`src/design/bridge_ctl_pkg.sv`:
```
// bridge control package: register map, field positions, reset values, decode ranges
// assumes a 32-bit classic wishbone register bus
package bridge_ctl_pkg;
   localparam int ADDR_W = 4;
   localparam logic [3:0] BRIDGE_CONTROL_OFF = 4'h0;
   localparam logic [3:0] COMMAND_OFF = 4'h4;
   localparam logic [3:0] STATUS_OFF = 4'h8;
   localparam int MAM_BIT = 5;
   localparam int FULL_DECODE_BIT = 4;
   localparam int VGA_BIT = 3;
   localparam int ISA_BIT = 2;
   localparam int SERR_BIT = 1;
   localparam int PERR_BIT = 0;
   localparam int CMD_IO_BIT = 0;
   localparam int CMD_MEM_BIT = 1;
   localparam int CMD_SERR_BIT = 8;
   localparam logic [5:0] BRIDGE_CONTROL_RST = 6'h00;
   localparam logic [8:0] COMMAND_RST = 9'h000;
   localparam logic [31:0] VGA_MEM_LO = 32'h000A0000;
   localparam logic [31:0] VGA_MEM_HI = 32'h000BFFFF;
   localparam logic [9:0] VGA_IO_A_LO = 10'h3B0;
   localparam logic [9:0] VGA_IO_A_HI = 10'h3BB;
   localparam logic [9:0] VGA_IO_B_LO = 10'h3C0;
   localparam logic [9:0] VGA_IO_B_HI = 10'h3DF;
   localparam logic [9:0] ISA_TOP_START = 10'h100;
   localparam logic [31:0] ALL_ONES = 32'hFFFFFFFF;
   localparam logic [31:0] UNMAPPED_DATA = 32'h00000000;
endpackage

```
`src/design/bridge_forwarding_error_control.sv`:
```
// bridge control bits and the forwarding / error decisions they steer
// assumes one clock; transaction inputs are sampled at their start pulse
//
// Implementation choices: the register addresses and the Wishbone register port.
`timescale 1ns/1ps

// What this block does
// [RL1] mam clear: reads all ones, writes dropped
// [RL2] mam set: pci master abort gives ur
// [RL3] mam set: express ur gives target abort
// [RL4] mam gates posted write abort reporting
// [RL5] full decode adds address bits 15:10
// [RL6] vga on: forward a0000-bffff memory down
// [RL7] vga on: forward legacy display io down
// [RL8] vga on: block those addresses going up
// [RL9] vga forwarding ignores isa and windows
// [RL10] vga forwarding needs io/memory enables
// [RL11] vga off: forward only by windows
// [RL12] isa acts inside io window, first 64k
// [RL13] isa on: block top 768 bytes down
// [RL14] isa on: top 768 bytes forward up
// [RL15] isa off: whole io window downstream
// [RL16] serr forwarded only with both enables
// [RL17] parity bit gates secondary error reporting
// [RL18] data error always forwards poisoned data
// [RL19] six bits reset zero, read-write
// [RL20] changes apply to later transactions, except serr forwarding, which follows the live bits
module bridge_forwarding_error_control
   import bridge_ctl_pkg::*;
(
   input wire logic ref_clk,
   input wire logic rst_n,
   input wire logic wb_cyc_i,
   input wire logic wb_stb_i,
   input wire logic wb_we_i,
   input wire logic [bridge_ctl_pkg::ADDR_W-1:0] wb_adr_i,
   input wire logic [3:0] wb_sel_i,
   input wire logic [31:0] wb_dat_i,
   output logic [31:0] wb_dat_o,
   output logic wb_ack_o,
   // transaction to decode and its window hits
   input wire logic txn_start,
   input wire logic txn_upstream,
   input wire logic txn_is_io,
   input wire logic [31:0] txn_addr,
   input wire logic io_window_hit,
   input wire logic mem_window_hit,
   input wire logic pref_window_hit,
   output logic fwd_valid,
   output logic fwd_forward,
   // completion handling
   input wire logic pci_master_abort,
   input wire logic pci_read,
   input wire logic pci_posted_write,
   input wire logic pcie_ur_cpl,
   output logic pcie_ur_resp,
   output logic pci_target_abort,
   output logic read_all_ones,
   output logic [31:0] read_data_fill,
   output logic write_discard,
   output logic posted_abort_report,
   // errors
   input wire logic sec_serr,
   input wire logic sec_addr_err,
   input wire logic sec_attr_err,
   input wire logic sec_data_err,
   output logic serr_forward,
   output logic sec_err_report,
   output logic poison_forward
);
   import bridge_ctl_pkg::*;

   logic [5:0] ctl_q;
   logic [8:0] cmd_q;
   logic [5:0] txn_ctl_q;
   logic [8:0] txn_cmd_q;
   logic wb_hit;
   logic wb_commit;
   logic [31:0] rd_d;

   function automatic logic in_range(input logic [31:0] a, input logic [31:0] lo,
                                     input logic [31:0] hi);
      in_range = (a >= lo) && (a <= hi);
   endfunction

   function automatic logic [7:0] lane(input logic [7:0] old, input logic [7:0] nw,
                                       input logic s);
      lane = s ? nw : old;
   endfunction

   assign wb_hit = wb_cyc_i && wb_stb_i && !wb_ack_o;
   // writes land at the edge where the master sees ack high
   assign wb_commit = wb_cyc_i && wb_stb_i && wb_we_i && wb_ack_o;

   always_ff @(posedge ref_clk or negedge rst_n) begin
      if (!rst_n) begin
         ctl_q <= BRIDGE_CONTROL_RST; // RL19
         cmd_q <= COMMAND_RST;
      end else if (wb_commit) begin
         if (wb_adr_i == BRIDGE_CONTROL_OFF && wb_sel_i[0]) begin
            ctl_q <= wb_dat_i[5:0]; // RL19
         end
         if (wb_adr_i == COMMAND_OFF) begin
            cmd_q[7:0] <= lane(cmd_q[7:0], wb_dat_i[7:0], wb_sel_i[0]);
            if (wb_sel_i[1]) begin
               cmd_q[8] <= wb_dat_i[8];
            end
         end
      end
   end

   always_comb begin
      rd_d = UNMAPPED_DATA;
      if (wb_adr_i == BRIDGE_CONTROL_OFF) begin
         rd_d = {26'h0000000, ctl_q};
      end else if (wb_adr_i == COMMAND_OFF) begin
         rd_d = {23'h000000, cmd_q};
      end else if (wb_adr_i == STATUS_OFF) begin
         rd_d = {29'h00000000, fwd_forward, serr_forward, sec_err_report};
      end
   end

   always_ff @(posedge ref_clk or negedge rst_n) begin
      if (!rst_n) begin
         wb_ack_o <= 1'b0;
         wb_dat_o <= UNMAPPED_DATA;
      end else begin
         wb_ack_o <= wb_hit;
         wb_dat_o <= wb_hit ? rd_d : UNMAPPED_DATA;
      end
   end

   // settings captured at transaction start
   always_ff @(posedge ref_clk or negedge rst_n) begin
      if (!rst_n) begin
         txn_ctl_q <= BRIDGE_CONTROL_RST;
         txn_cmd_q <= COMMAND_RST;
      end else if (txn_start) begin
         txn_ctl_q <= ctl_q; // RL20
         txn_cmd_q <= cmd_q; // RL20
      end
   end

   // forwarding decode, uses live bits since the start pulse is the capture edge
   logic vga_mem, vga_io, vga_on, isa_top, io_low, fwd_d;
   always_comb begin
      vga_on = ctl_q[VGA_BIT];
      vga_mem = !txn_is_io && in_range(txn_addr, VGA_MEM_LO, VGA_MEM_HI); // RL6
      vga_io = txn_is_io && (txn_addr[31:16] == 16'h0000) // RL7
         && ((txn_addr[9:0] >= VGA_IO_A_LO && txn_addr[9:0] <= VGA_IO_A_HI)
            || (txn_addr[9:0] >= VGA_IO_B_LO && txn_addr[9:0] <= VGA_IO_B_HI))
         && (!ctl_q[FULL_DECODE_BIT] || txn_addr[15:10] == 6'h00); // RL5
      io_low = txn_addr[31:16] == 16'h0000; // RL12
      isa_top = io_low && (txn_addr[9:0] >= ISA_TOP_START);
      fwd_d = 1'b0;
      if (!txn_upstream) begin
         if (vga_on && vga_io) begin
            fwd_d = cmd_q[CMD_IO_BIT]; // RL9 RL10
         end else if (vga_on && vga_mem) begin
            fwd_d = cmd_q[CMD_MEM_BIT]; // RL9 RL10
         end else if (txn_is_io) begin
            fwd_d = cmd_q[CMD_IO_BIT] && io_window_hit // RL11 RL15
               && !(ctl_q[ISA_BIT] && isa_top); // RL13
         end else begin
            fwd_d = cmd_q[CMD_MEM_BIT] && (mem_window_hit || pref_window_hit); // RL11
         end
      end else begin
         if (vga_on && (vga_io || vga_mem)) begin
            fwd_d = 1'b0; // RL8
         end else if (txn_is_io) begin
            fwd_d = !io_window_hit || (ctl_q[ISA_BIT] && isa_top); // RL14
         end else begin
            fwd_d = !(mem_window_hit || pref_window_hit);
         end
      end
   end

   always_ff @(posedge ref_clk or negedge rst_n) begin
      if (!rst_n) begin
         fwd_valid <= 1'b0;
         fwd_forward <= 1'b0;
      end else begin
         fwd_valid <= txn_start;
         if (txn_start) begin
            fwd_forward <= fwd_d;
         end
      end
   end

   // completion responses, using the captured settings; below, serr forwarding uses the live bits and error reporting the captured ones
   always_ff @(posedge ref_clk or negedge rst_n) begin
      if (!rst_n) begin
         pcie_ur_resp <= 1'b0;
         pci_target_abort <= 1'b0;
         read_all_ones <= 1'b0;
         read_data_fill <= UNMAPPED_DATA;
         write_discard <= 1'b0;
         posted_abort_report <= 1'b0;
      end else begin
         pcie_ur_resp <= pci_master_abort && txn_ctl_q[MAM_BIT]; // RL2
         pci_target_abort <= pcie_ur_cpl && txn_ctl_q[MAM_BIT]; // RL3
         read_all_ones <= (pci_master_abort || pcie_ur_cpl) && pci_read
            && !txn_ctl_q[MAM_BIT]; // RL1
         read_data_fill <= ((pci_master_abort || pcie_ur_cpl) && pci_read
            && !txn_ctl_q[MAM_BIT]) ? ALL_ONES : UNMAPPED_DATA; // RL1
         write_discard <= (pci_master_abort || pcie_ur_cpl) && !pci_read
            && !txn_ctl_q[MAM_BIT]; // RL1
         posted_abort_report <= pci_master_abort && pci_posted_write
            && txn_ctl_q[MAM_BIT]; // RL4
      end
   end

   always_ff @(posedge ref_clk or negedge rst_n) begin
      if (!rst_n) begin
         serr_forward <= 1'b0;
         sec_err_report <= 1'b0;
         poison_forward <= 1'b0;
      end else begin
         serr_forward <= sec_serr && ctl_q[SERR_BIT] && cmd_q[CMD_SERR_BIT]; // RL16
         sec_err_report <= (sec_addr_err || sec_attr_err || sec_data_err)
            && txn_ctl_q[PERR_BIT]; // RL17
         poison_forward <= sec_data_err; // RL18
      end
   end
endmodule

```
`config.mk`:
```
export PLATFORM = sky130hd
export DESIGN_NAME = bridge_forwarding_error_control
export DESIGN_NICKNAME = d
export VERILOG_FILES = /design/src/design/bridge_ctl_pkg.sv /design/src/design/bridge_forwarding_error_control.sv
export SDC_FILE = /design/constraint.sdc
export NUM_CORES = 1
export LEC_CHECK = 0
export ABC_CLOCK_PERIOD_IN_PS = 4059
export BUFFER_PORTS_ARGS = -buffer_cell sky130_fd_sc_hd__buf_2
export CORE_ASPECT_RATIO = 1.1
export CORE_UTILIZATION = 30
export CTS_CLUSTER_DIAMETER = 40
export CTS_CLUSTER_SIZE = 30
export DETAILED_ROUTE_END_ITERATION = 10
export PLACE_DENSITY_LB_ADDON = 0.15
export RECOVER_POWER = 100
export SYNTH_ARGS = -nofsm -noshare
export SYNTH_HDL_FRONTEND = slang
export SYNTH_SLANG_ARGS = --single-unit
```
`constraint.sdc`:
```
create_clock -name ref_clk -period 4.06 [get_ports ref_clk]
set_input_delay 0.609 -clock ref_clk [delete_from_list [all_inputs] [get_ports ref_clk]]
set_output_delay 0.609 -clock ref_clk [all_outputs]
set_load 0.01 [all_outputs]
```
==> results.md, run 1 <==
- Initial drt markers: 25
- Seq/Total Area, Yosys: 0.4681
- CTS tree: done
- Ys async rst share: 1.000
- Leak: 1.178 nW
- Final std cells w/o fill: 355
- Status: complete, but fails checks
- Placed insts: 347
- Initial antenna violation count: 0
- IO Count: 166
- Die Area: 6923 µm²
- Critical path endpoint category: flop
- Final TNS setup: 0 ps
- Yosys warns: 0
- Slew headroom: -0.3579
- Clock-pin slew on the worst setup and hold paths: 70 ps
- Worst clock skew: 6.650 ps
- Maxcap violations: 1
- Hold path start: sec_data_err
- Hold EP: poison_forward$_DFF_PN0_
- Clk root buf: clkbuf_8
- DRC: 0
- Final setup violation count: 0
- Avg Cell Area, Syn: 10.64 µm²
- Post-synth top area cell: dfrtp_1
- GRT overflow: 0
- Fin util: 0.3717
- Worst Path Required: 4230 ps
- Die height: 87.17 µm
- Setup WS post-layout: 1936 ps
- Drt total wl: 4.241 mm
- Total power: 0.7310 mW
- Gr usage total: 0.1271
- Area Growth Syn to Fin: 17.77%
- Rows: 30
- Reg2Reg Setup Slack: 2360 ps
- Synth cell types: 34
- Clock buffer depth: 2
- I/O Buffers: 115
- Achievable Freq: 470.9 MHz
- Min Tclk post-route: 2124 ps
- Vias in the first global route: 1446
- Post-CTS Setup Inserts: 0
- CTS sink cnt: 37
- Initial Util: 0.3156
- Post-DR vias/cell: 4.341
- Final Cell Area: 2330 µm²
- Least-Margin Pin Slew: 2037 ps
- RSZ-0062 raised after global routing: no
- Filler cells: 700
- Critical path, cell by cell: clkbuf_1, nor4_1, nand2_1, mux2_2
- DP Area: 2318 µm²
- Fraction of layout cells with a size suffix above 1: 0.3018
- CTS Buf Count: 5
- Number of synthesized flops with an enable pin: 0
- Post-synthesis cell area: 1978 µm²
- Max incr delay on CP: 730 ps
- Router iterations before antenna repair: 4
- Commonest non-fill, non-tap cells in the layout: clkbuf_1, buf_2, dfrtp_1
- Failing checks: capacitance limit, slew limit
- Dominant synthesized flop cell: dfrtp_1
- Seq cells post-synth: 37
- DR WL/cell: 11.95 µm
- Largest net degree at the start of global routing: 38
- CP max FO: 6
- Slowest CP cell: nor4_1
- Reg2reg start: wb_ack_o$_DFF_PN0_
- Hold Vio Cnt, Final: 0
- PostCTS Resize Cnt: 0
- Post-DP HPWL: 3.271 mm
- PD cells: 313.8 nW/µm²
- # diodes: 0
- DR vias: 1541
- First-pass GRT wire length: 6.679 mm
- Core ar.: 6269 µm²
- Final ANT Viol Nets: 0
- Hold buffer count at cts: 0
- Worst r2r dst: wb_dat_o[2]$_DFF_PN0_
- H-tree lvl count: 2
- Final hold slack: 451.3 ps
- Buf/Inv on CP: 1
- Die Width: 79.43 µm
- CP startpoint kind: primary input
- Worst r2r path cells: 3
- Cells after Synth: 186
- Slew Limit Fails: 38
- Tcrit/Tclk final: 0.5230
- Count of nets after finishing: 365
- Crit path DAT: 2290 ps
- Clk Latency, worst-skew pair: 290 ps
- GP Congestion: 0.7112
- Critical Path Stages: 4
- Area contributors post-synth: dfrtp_1, buf_4, mux2_2, nor2_1, and3_1
- Critical path's top delay family: simple AND/OR/NAND/NOR gates
- Area share of the largest cell type after synthesis: 0.4681
- WS Path Type: primary input to flop
- Pre-CTS setup slack: 1615 ps
- Hold Crit Class: primary input to flop
- Worst hold path depth: 1
- Max VDD drop: 0.2220 mV
## cells in the mapped netlist, types with 2 or more instances
| cell | n |
|---|---|
| nor3_1 | 2 |
| and2_1 | 4 |
| nand4_1 | 2 |
| nor4_1 | 3 |
| or3_1 | 2 |
| dfrtp_1 | 37 |
| inv_1 | 5 |
| nand2b_1 | 4 |
| and3_1 | 6 |
| nor2_1 | 15 |
| nand2_1 | 6 |
| nand3_1 | 2 |
| buf_4 | 55 |
| a2111oi_0 | 3 |
| a22oi_1 | 3 |
| mux2_2 | 17 |
| nor2b_1 | 3 |
## kinds of logic (layout without fill, tap and decap cells)
kind of cell | count (synthesis) | count (layout) | share of synthesized area
buffers and inverters | 61 | 128 | 0.2207
multiplexers | 18 | 18 | 0.1018
other | 1 | 23 | 0.001896
flip-flops | 37 | 37 | 0.4681
AND/OR/NAND/NOR | 52 | 52 | 0.1404
AO/OA/AOI/OAI | 17 | 17 | 0.06705
## worst reg2reg max path, cell delays in order (launching register included)
cell       delay, ps
dfrtp_1          390
nand3b_1         280
or3_1            410
a2111oi_0        440
## power breakdown
group | switching (mW) | leakage, nW | total, mW | internal (mW)
clock network | 0.123 | 0.0450 | 0.242 | 0.119
registers | 0.00876 | 0.506 | 0.386 | 0.377
logic | 0.0611 | 0.627 | 0.103 | 0.0422
total | 0.193 | 1.18 | 0.731 | 0.538
## layer usage
metal,vias to the layer above,GRT usage,wire (µm)
met1,707,0.1490,1823
li1,735,-,-
met3,6,0.04293,404
met5,-,0,0
met2,93,0.2199,1963
met4,0,0.03471,49
## final cells by class
class | instances | area, µm² | share of cell area
inverters | 5 | 18.77 | 0.008056
well taps | 80 | 100.1 | 0.04296
clock buffers | 6 | 72.57 | 0.03115
clock inverters | 2 | 10.01 | 0.004296
multi-input cells | 110 | 698.2 | 0.2997
flip-flops and latches | 37 | 925.9 | 0.3974
repair buffers | 115 | 504.2 | 0.2164
## worst max-delay path by stage
stage | startpoint | to
detailed placement | wb_adr_i[2] | ctl_q[3]$_DFFE_PN0P_
global route | rst_n | wb_dat_o[2]$_DFF_PN0_
floorplan | txn_addr[20] | fwd_forward$_DFFE_PN0P_
finish | wb_adr_i[3] | ctl_q[3]$_DFFE_PN0P_
CTS | wb_adr_i[2] | ctl_q[3]$_DFFE_PN0P_
global placement | wb_adr_i[2] | ctl_q[0]$_DFFE_PN0P_
## flip-flops by register name, indices dropped and copies added (netlist names)
register,count
fwd_valid,1
pcie_ur_resp,1
wb_dat_o,9
ctl_q,6
posted_abort_report,1
txn_ctl_q,2
poison_forward,1
pci_target_abort,1
sec_err_report,1
cmd_q,9
fwd_forward,1
read_data_fill,1
write_discard,1
serr_forward,1
wb_ack_o,1
(Power assumes the default switching activity.)
==> run 2: changes to the inputs <==
--- a/config.mk
+++ b/config.mk
@@ -5,7 +5,7 @@
 export SDC_FILE = /design/constraint.sdc
 export NUM_CORES = 1
 export LEC_CHECK = 0
-export ABC_CLOCK_PERIOD_IN_PS = 4059
+export ABC_CLOCK_PERIOD_IN_PS = 1800
 export BUFFER_PORTS_ARGS = -buffer_cell sky130_fd_sc_hd__buf_2
 export CORE_ASPECT_RATIO = 1.1
 export CORE_UTILIZATION = 30
==> constraint.sdc (replaced) <==
create_clock -name ref_clk -period 1.8 [get_ports ref_clk]
set_input_delay 0.27 -clock ref_clk [delete_from_list [all_inputs] [get_ports ref_clk]]
set_output_delay 0.27 -clock ref_clk [all_outputs]
set_load 0.01 [all_outputs]
==> results.md, run 2 (synthesized netlist as in run 1, its figures left out) <==
- Status: finished clean
- Worst Path Required: 1920 ps (-2310 ps)
- Min Tclk post-route: 1630 ps
- Count of nets after finishing: 372 (+1.9%)
- Clk Latency, worst-skew pair: 280 ps (about the same)
- Least-Margin Pin Slew: 977.7 ps (-1059 ps)
- GP Congestion: 0.7219 (+1.5%)
- Final setup violation count: 0 (unchanged)
- Fin util: 0.3848 (+0.01317)
- Clock buffer depth: 2 (unchanged)
- Largest net degree at the start of global routing: 34 (-11%)
- Achievable Freq: 613.5 MHz
- I/O Buffers: 115 (unchanged)
- Post-CTS Setup Inserts: 0 (unchanged)
- Slew Limit Fails: 0 (-100%)
- Total power: 1.703 mW (+130%)
- Router iterations before antenna repair: 4 (unchanged)
- Die height: 87.17 µm (unchanged)
- Die Width: 79.43 µm (unchanged)
- WS Path Type: flop to flop
- DR WL/cell: 11.75 µm (-1.7%)
- IO Count: 166 (unchanged)
- H-tree lvl count: 2 (unchanged)
- First-pass GRT wire length: 6.679 mm (unchanged)
- PD cells: 705.9 nW/µm² (+120%)
- Critical path's top delay family: simple AND/OR/NAND/NOR gates
- # diodes: 0 (unchanged)
- Die Area: 6923 µm² (unchanged)
- Final std cells w/o fill: 361 (+1.7%)
- Setup WS post-layout: 170.0 ps (-1766 ps)
- Hold Vio Cnt, Final: 0 (unchanged)
- Final TNS setup: 0 ps (unchanged)
- DR vias: 1571 (+1.9%)
- Commonest non-fill, non-tap cell in the layout: buf_2
- Largest registers: cmd_q x9, wb_dat_o x9, ctl_q x6
- Initial antenna violation count: 0 (unchanged)
- GRT overflow: 0 (unchanged)
- Drt total wl: 4.240 mm (about the same)
- Clock-pin slew on the worst setup and hold paths: 70 ps (about the same)
- CTS Buf Count: 5 (unchanged)
- Initial Util: 0.3156 (unchanged)
- Hold Crit Class: primary input to flop
- Placed insts: 353 (+1.7%)
- Slowest CP cell: a2111oi_0
- Crit path DAT: 1750 ps (-540 ps)
- CP max FO: 3 (-3)
- Critical path, cell by cell: nand3b_1, or3_1, a2111oi_0
- Gr usage total: 0.1269 (-0.0002222)
- Slew headroom: 0.3482 (+0.7061)
- Rows: 30 (unchanged)
- Fraction of layout cells with a size suffix above 1: 0.4021 (+0.1003)
- Final ANT Viol Nets: 0 (unchanged)
- Max incr delay on CP: 470 ps (-260 ps)
- Critical path endpoint category: flop
- Clk root buf: clkbuf_8
- Post-DP HPWL: 3.435 mm (+5.0%)
- Post-DR vias/cell: 4.352 (+0.25%)
- Initial drt markers: 38 (+52%)
- Pre-CTS setup slack: 132.2 ps (-1483 ps)
- CTS tree: done
- CP startpoint kind: flop
- Commonest non-fill, non-tap cells in the layout: buf_2, dfrtp_1, clkbuf_1
- Core ar.: 6269 µm² (unchanged)
- Leak: 1.283 nW (+8.9%)
- Buf/Inv on CP: 0 (-1)
- Vias in the first global route: 1452 (+0.41%)
- Area Growth Syn to Fin: 21.95%
- Maxcap violations: 0 (-1)
- CTS sink cnt: 37 (unchanged)
- Tcrit/Tclk final: 0.9055
- DRC: 0 (unchanged)
- Max VDD drop: 0.3840 mV (+73%)
- PostCTS Resize Cnt: 0 (unchanged)
- Worst clock skew: 8.030 ps (+1.380 ps)
- RSZ-0062 raised after global routing: no
[run 2: layout make-up]
cell class,count,area [µm²]
Tap cell,80,100.1
Timing Repair Buffer,122,579.3
Fill cell,676,3856
Inverter,5,18.77
Clock buffer,6,82.58
Multi-Input combinational cell,110,698.2
Clock inverter,1,7.507
Sequential cell,37,925.9
[run 2: final timing paths]
path                                       from                  endpoint  slack [ps]  cells past startpoint
max                          wb_ack_o$_DFF_PN0_     wb_dat_o[2]$_DFF_PN0_         170                      3
min                                sec_data_err  poison_forward$_DFF_PN0_         110                      1
max reg2reg                  wb_ack_o$_DFF_PN0_     wb_dat_o[2]$_DFF_PN0_         170                      3
min reg2reg                cmd_q[6]$_DFFE_PN0P_      cmd_q[6]$_DFFE_PN0P_         500                      1
max in group asynchronous                 rst_n    pcie_ur_resp$_DFF_PN0_         320                      3
min in group asynchronous                 rst_n      cmd_q[7]$_DFFE_PN0P_         670                      2
[run 2: timing repair]
item / CTS / global route
endpoints found under the setup margin: 0 / 0
hold buffers: 1 / 0
hold endpoints to repair: 17 / 0
[run 2: stage by stage]
stage                     hold slack, ps  area, µm²
after detailed placement           229.3       2364
after global routing               108.8       2412
after global placement             228.7       2364
final                              114.7       2412
after floorplan                   -25.59       2061
after CTS                          97.85       2464
[run 2: worst register-to-register path: cells and delay by family (launching register included)]
kind,cells,cell delay [ps]
flip-flops,1,410
AO/OA/AOI/OAI,1,470
AND/OR/NAND/NOR,2,590
[run 2: per-layer routing]
layer  part of all wire  vias to the layer above  wire, µm  global-route usage
met2               0.48                       93      2040              0.2183
met5                  0                        -         0                   0
met1               0.42                      720      1770              0.1490
met4             0.0059                        0        25             0.03306
met3              0.095                        4       404             0.04503
li1                   -                      754         -                   -
[run 2: power by group]
group	switching, mW	total (mW)	internal [mW]
Sequential	0.0193	0.869	0.850
Combinational	0.138	0.247	0.108
Clock	0.285	0.587	0.303
==> run 3: changes to the inputs <==
--- a/config.mk
+++ b/config.mk
@@ -14,6 +14,7 @@
 export DETAILED_ROUTE_END_ITERATION = 10
 export PLACE_DENSITY_LB_ADDON = 0.15
 export RECOVER_POWER = 100
+export SLEW_MARGIN = 20
 export SYNTH_ARGS = -nofsm -noshare
 export SYNTH_HDL_FRONTEND = slang
 export SYNTH_SLANG_ARGS = --single-unit
==> constraint.sdc (replaced) <==
create_clock -name ref_clk -period 1.8 [get_ports ref_clk]
set_input_delay 0.36 -clock ref_clk [delete_from_list [all_inputs] [get_ports ref_clk]]
set_output_delay 0.36 -clock ref_clk [all_outputs]
set_load 0.01 [all_outputs]
==> results.md, run 3 (synthesized netlist as in run 1, its figures left out) <==
- DR WL/cell: 11.42 µm (-2.8%)
- GRT overflow: 0 (unchanged)
- Critical path's top delay family: buffers and inverters
- Gr usage total: 0.1262 (-0.0006667)
- Final std cells w/o fill: 360 (-0.28%)
- # diodes: 0 (unchanged)
- Max VDD drop: 0.4883 mV (+27%)
- Fraction of power consumed by the clock network: 0.377 (+0.032)
- Vias in the first global route: 1397 (-3.8%)
- CTS tree: done
- Switching part of the total: 0.2394 (-0.02028)
- Metal2 WL: 1.995 mm (-2.2%)
- Hold EP: poison_forward$_DFF_PN0_
- Reported net switching power: 0.4276 mW (-3.3%)
- RSZ-0062 raised after global routing: no
- Worst r2r dst: wb_dat_o[2]$_DFF_PN0_
- Clk root buf: clkbuf_8
- M1 WL: 1.703 mm (-3.8%)
- Placed insts: 352 (-0.28%)
- Total power: 1.786 mW (+4.9%)
- Combinational power share: 0.141 (-0.004)
- Clock-pin slew on the worst setup and hold paths: 70 ps (about the same)
- Clk Latency, worst-skew pair: 280 ps (about the same)
- Count of nets after finishing: 371 (-0.27%)
- Tcrit/Tclk final: 0.8578 (-0.04780)
- Buf/Inv on CP: 2 (+2)
- Worst r2r path cells: 3 (unchanged)
- Hold path start: sec_data_err
- Worst Path Required: 1440 ps (-480 ps)
- Initial antenna violation count: 0 (unchanged)
- Least-Margin Pin Slew: 528.4 ps (-449.3 ps)
- Post-DR vias/cell: 4.311 (-0.94%)
- Largest registers: cmd_q x9, wb_dat_o x9, ctl_q x6
- Int Pwr: 1.359 mW (+7.8%)
- First-pass GRT wire length: 6.561 mm (-1.8%)
- Register area: 925.9 µm² (unchanged)
- Rows: 30 (unchanged)
- Initial drt markers: 20 (-47%)
- Worst hold path depth: 1 (unchanged)
- Status: finished clean
- Filler cells: 681 (+0.74%)
- Max incr delay on CP: 360 ps (-110 ps)
- CP max FO: 33 (+30)
- Hold Vio Cnt, Final: 0 (unchanged)
- Slowest CP cell: clkbuf_2
- CTS Buf Count: 5 (unchanged)
- Die Area: 6923 µm² (unchanged)
- Maxcap violations: 0 (unchanged)
- Fraction of layout cells with a size suffix above 1: 0.3821 (-0.01999)
- H-tree lvl count: 2 (unchanged)
- Router iterations before antenna repair: 4 (unchanged)
- Core ar.: 6269 µm² (unchanged)
- Initial Util: 0.3156 (unchanged)
- Min Tclk post-route: 1544 ps (-86.03 ps)
- Reg2reg start: wb_ack_o$_DFF_PN0_
- Slew Limit Fails: 0 (unchanged)
- Reg2Reg Setup Slack: 320 ps (+150 ps)
- Commonest non-fill, non-tap cell in the layout: buf_2
- Worst clock skew: 10.64 ps (+2.613 ps)
- Post-DP HPWL: 3.393 mm (-1.2%)
- Met3 Wirelength: 377 µm (-6.7%)
- Multi-input gate area: 698.2 µm² (unchanged)
- PD cells: 740.5 nW/µm² (+4.9%)
- DRC: 0 (unchanged)
- IO Count: 166 (unchanged)
- WS Path Type: flop to output pin
- Largest net degree at the start of global routing: 34 (unchanged)
- Final TNS setup: 0 ps (unchanged)
- CTS sink cnt: 37 (unchanged)
- Drt total wl: 4.111 mm (-3.0%)
- Top layer in use: met4
- Area Growth Syn to Fin: 21.95% (unchanged)
- Final setup violation count: 0 (unchanged)
- CP startpoint kind: flop
- Final ANT Viol Nets: 0 (unchanged)
- Leak: 1.274 nW (-0.67%)
- Critical path endpoint category: output pin
- Crit path DAT: 1180 ps (-570 ps)
- Slew headroom: 0.6478 (+0.2995)
- Post-CTS Setup Inserts: 0 (unchanged)
- Fin util: 0.3848 (unchanged)
- Commonest non-fill, non-tap cells in the layout: buf_2, clkbuf_1, dfrtp_1
- Clock buffer depth: 2 (unchanged)
- DR vias: 1552 (-1.2%)
- GP Congestion: 0.7286 (+0.93%)
- Critical path, cell by cell: clkbuf_2, buf_2
- Die Width: 79.43 µm (unchanged)
- Achievable Freq: 647.7 MHz (+5.6%)
- I/O Buffers: 115 (unchanged)
- Hold Crit Class: primary input to flop
- Die height: 87.17 µm (unchanged)
- Sequential Power Share: 0.482 (-0.028)
-- run 3: worst max-delay path by stage --
stage                                             from                 endpoint  slack [ps]  depth (start not counted)
final                     read_data_fill[30]$_DFF_PN0_        read_data_fill[6]         260                          2
after global routing      read_data_fill[30]$_DFF_PN0_       read_data_fill[18]          80                          2
after CTS                           wb_ack_o$_DFF_PN0_    wb_dat_o[2]$_DFF_PN0_         270                          3
after detailed placement                  txn_addr[26]  fwd_forward$_DFFE_PN0P_         -20                          6
after global placement                    txn_addr[26]  fwd_forward$_DFFE_PN0P_           8                          6
after floorplan                           txn_addr[20]  fwd_forward$_DFFE_PN0P_         210                          5
-- run 3: routing by layer --
layer	vias up	global-route usage
li1	748	-
met1	709	0.1530
met2	91	0.2113
met3	4	0.04398
met4	0	0.03471
met5	-	0
-- run 3: layout make-up --
class                      count  share of cell area
sequential                    37              0.3838
multi-input combinational    110              0.2894
timing repair buffer         121              0.2344
inverter                       5            0.007780
clock buffer                   5             0.02853
clock inverter                 2             0.01452
tap                           80             0.04149
-- run 3: repair_timing --
action	in CTS	in global routing
hold buffers	1	0
hold endpoints to repair	16	0
resized for setup	0	0
-- run 3: power by group through the flow --
stage               Sequential, mW  Combinational (mW)  Clock [mW]
global route                 0.863               0.289       0.743
CTS                          0.860               0.270       0.705
detailed placement           0.876               0.268           0
global placement             0.876               0.265           0
finish                       0.860               0.253       0.673
floorplan                    0.888               0.191           0
-- run 3: per-stage QoR --
stage / hold slack (ps) / instance area, µm² / worst slack [ps]
2_1_floorplan: 64.41 / 2061 / 205.3
3_3_place_gp: 302.2 / 2356 / 7.565
3_5_place_dp: 309.0 / 2356 / -20.73
4_1_cts: 194.5 / 2470 / 273.6
5_1_grt: 213.7 / 2412 / 82.47
6_report: 211.3 / 2412 / 256.1
-- run 3: worst register-to-register path, stage by stage (launching register included) --
cell	delay, ps
dfrtp_1	400
nand3b_1	190
or3_1	380
a2111oi_0	360
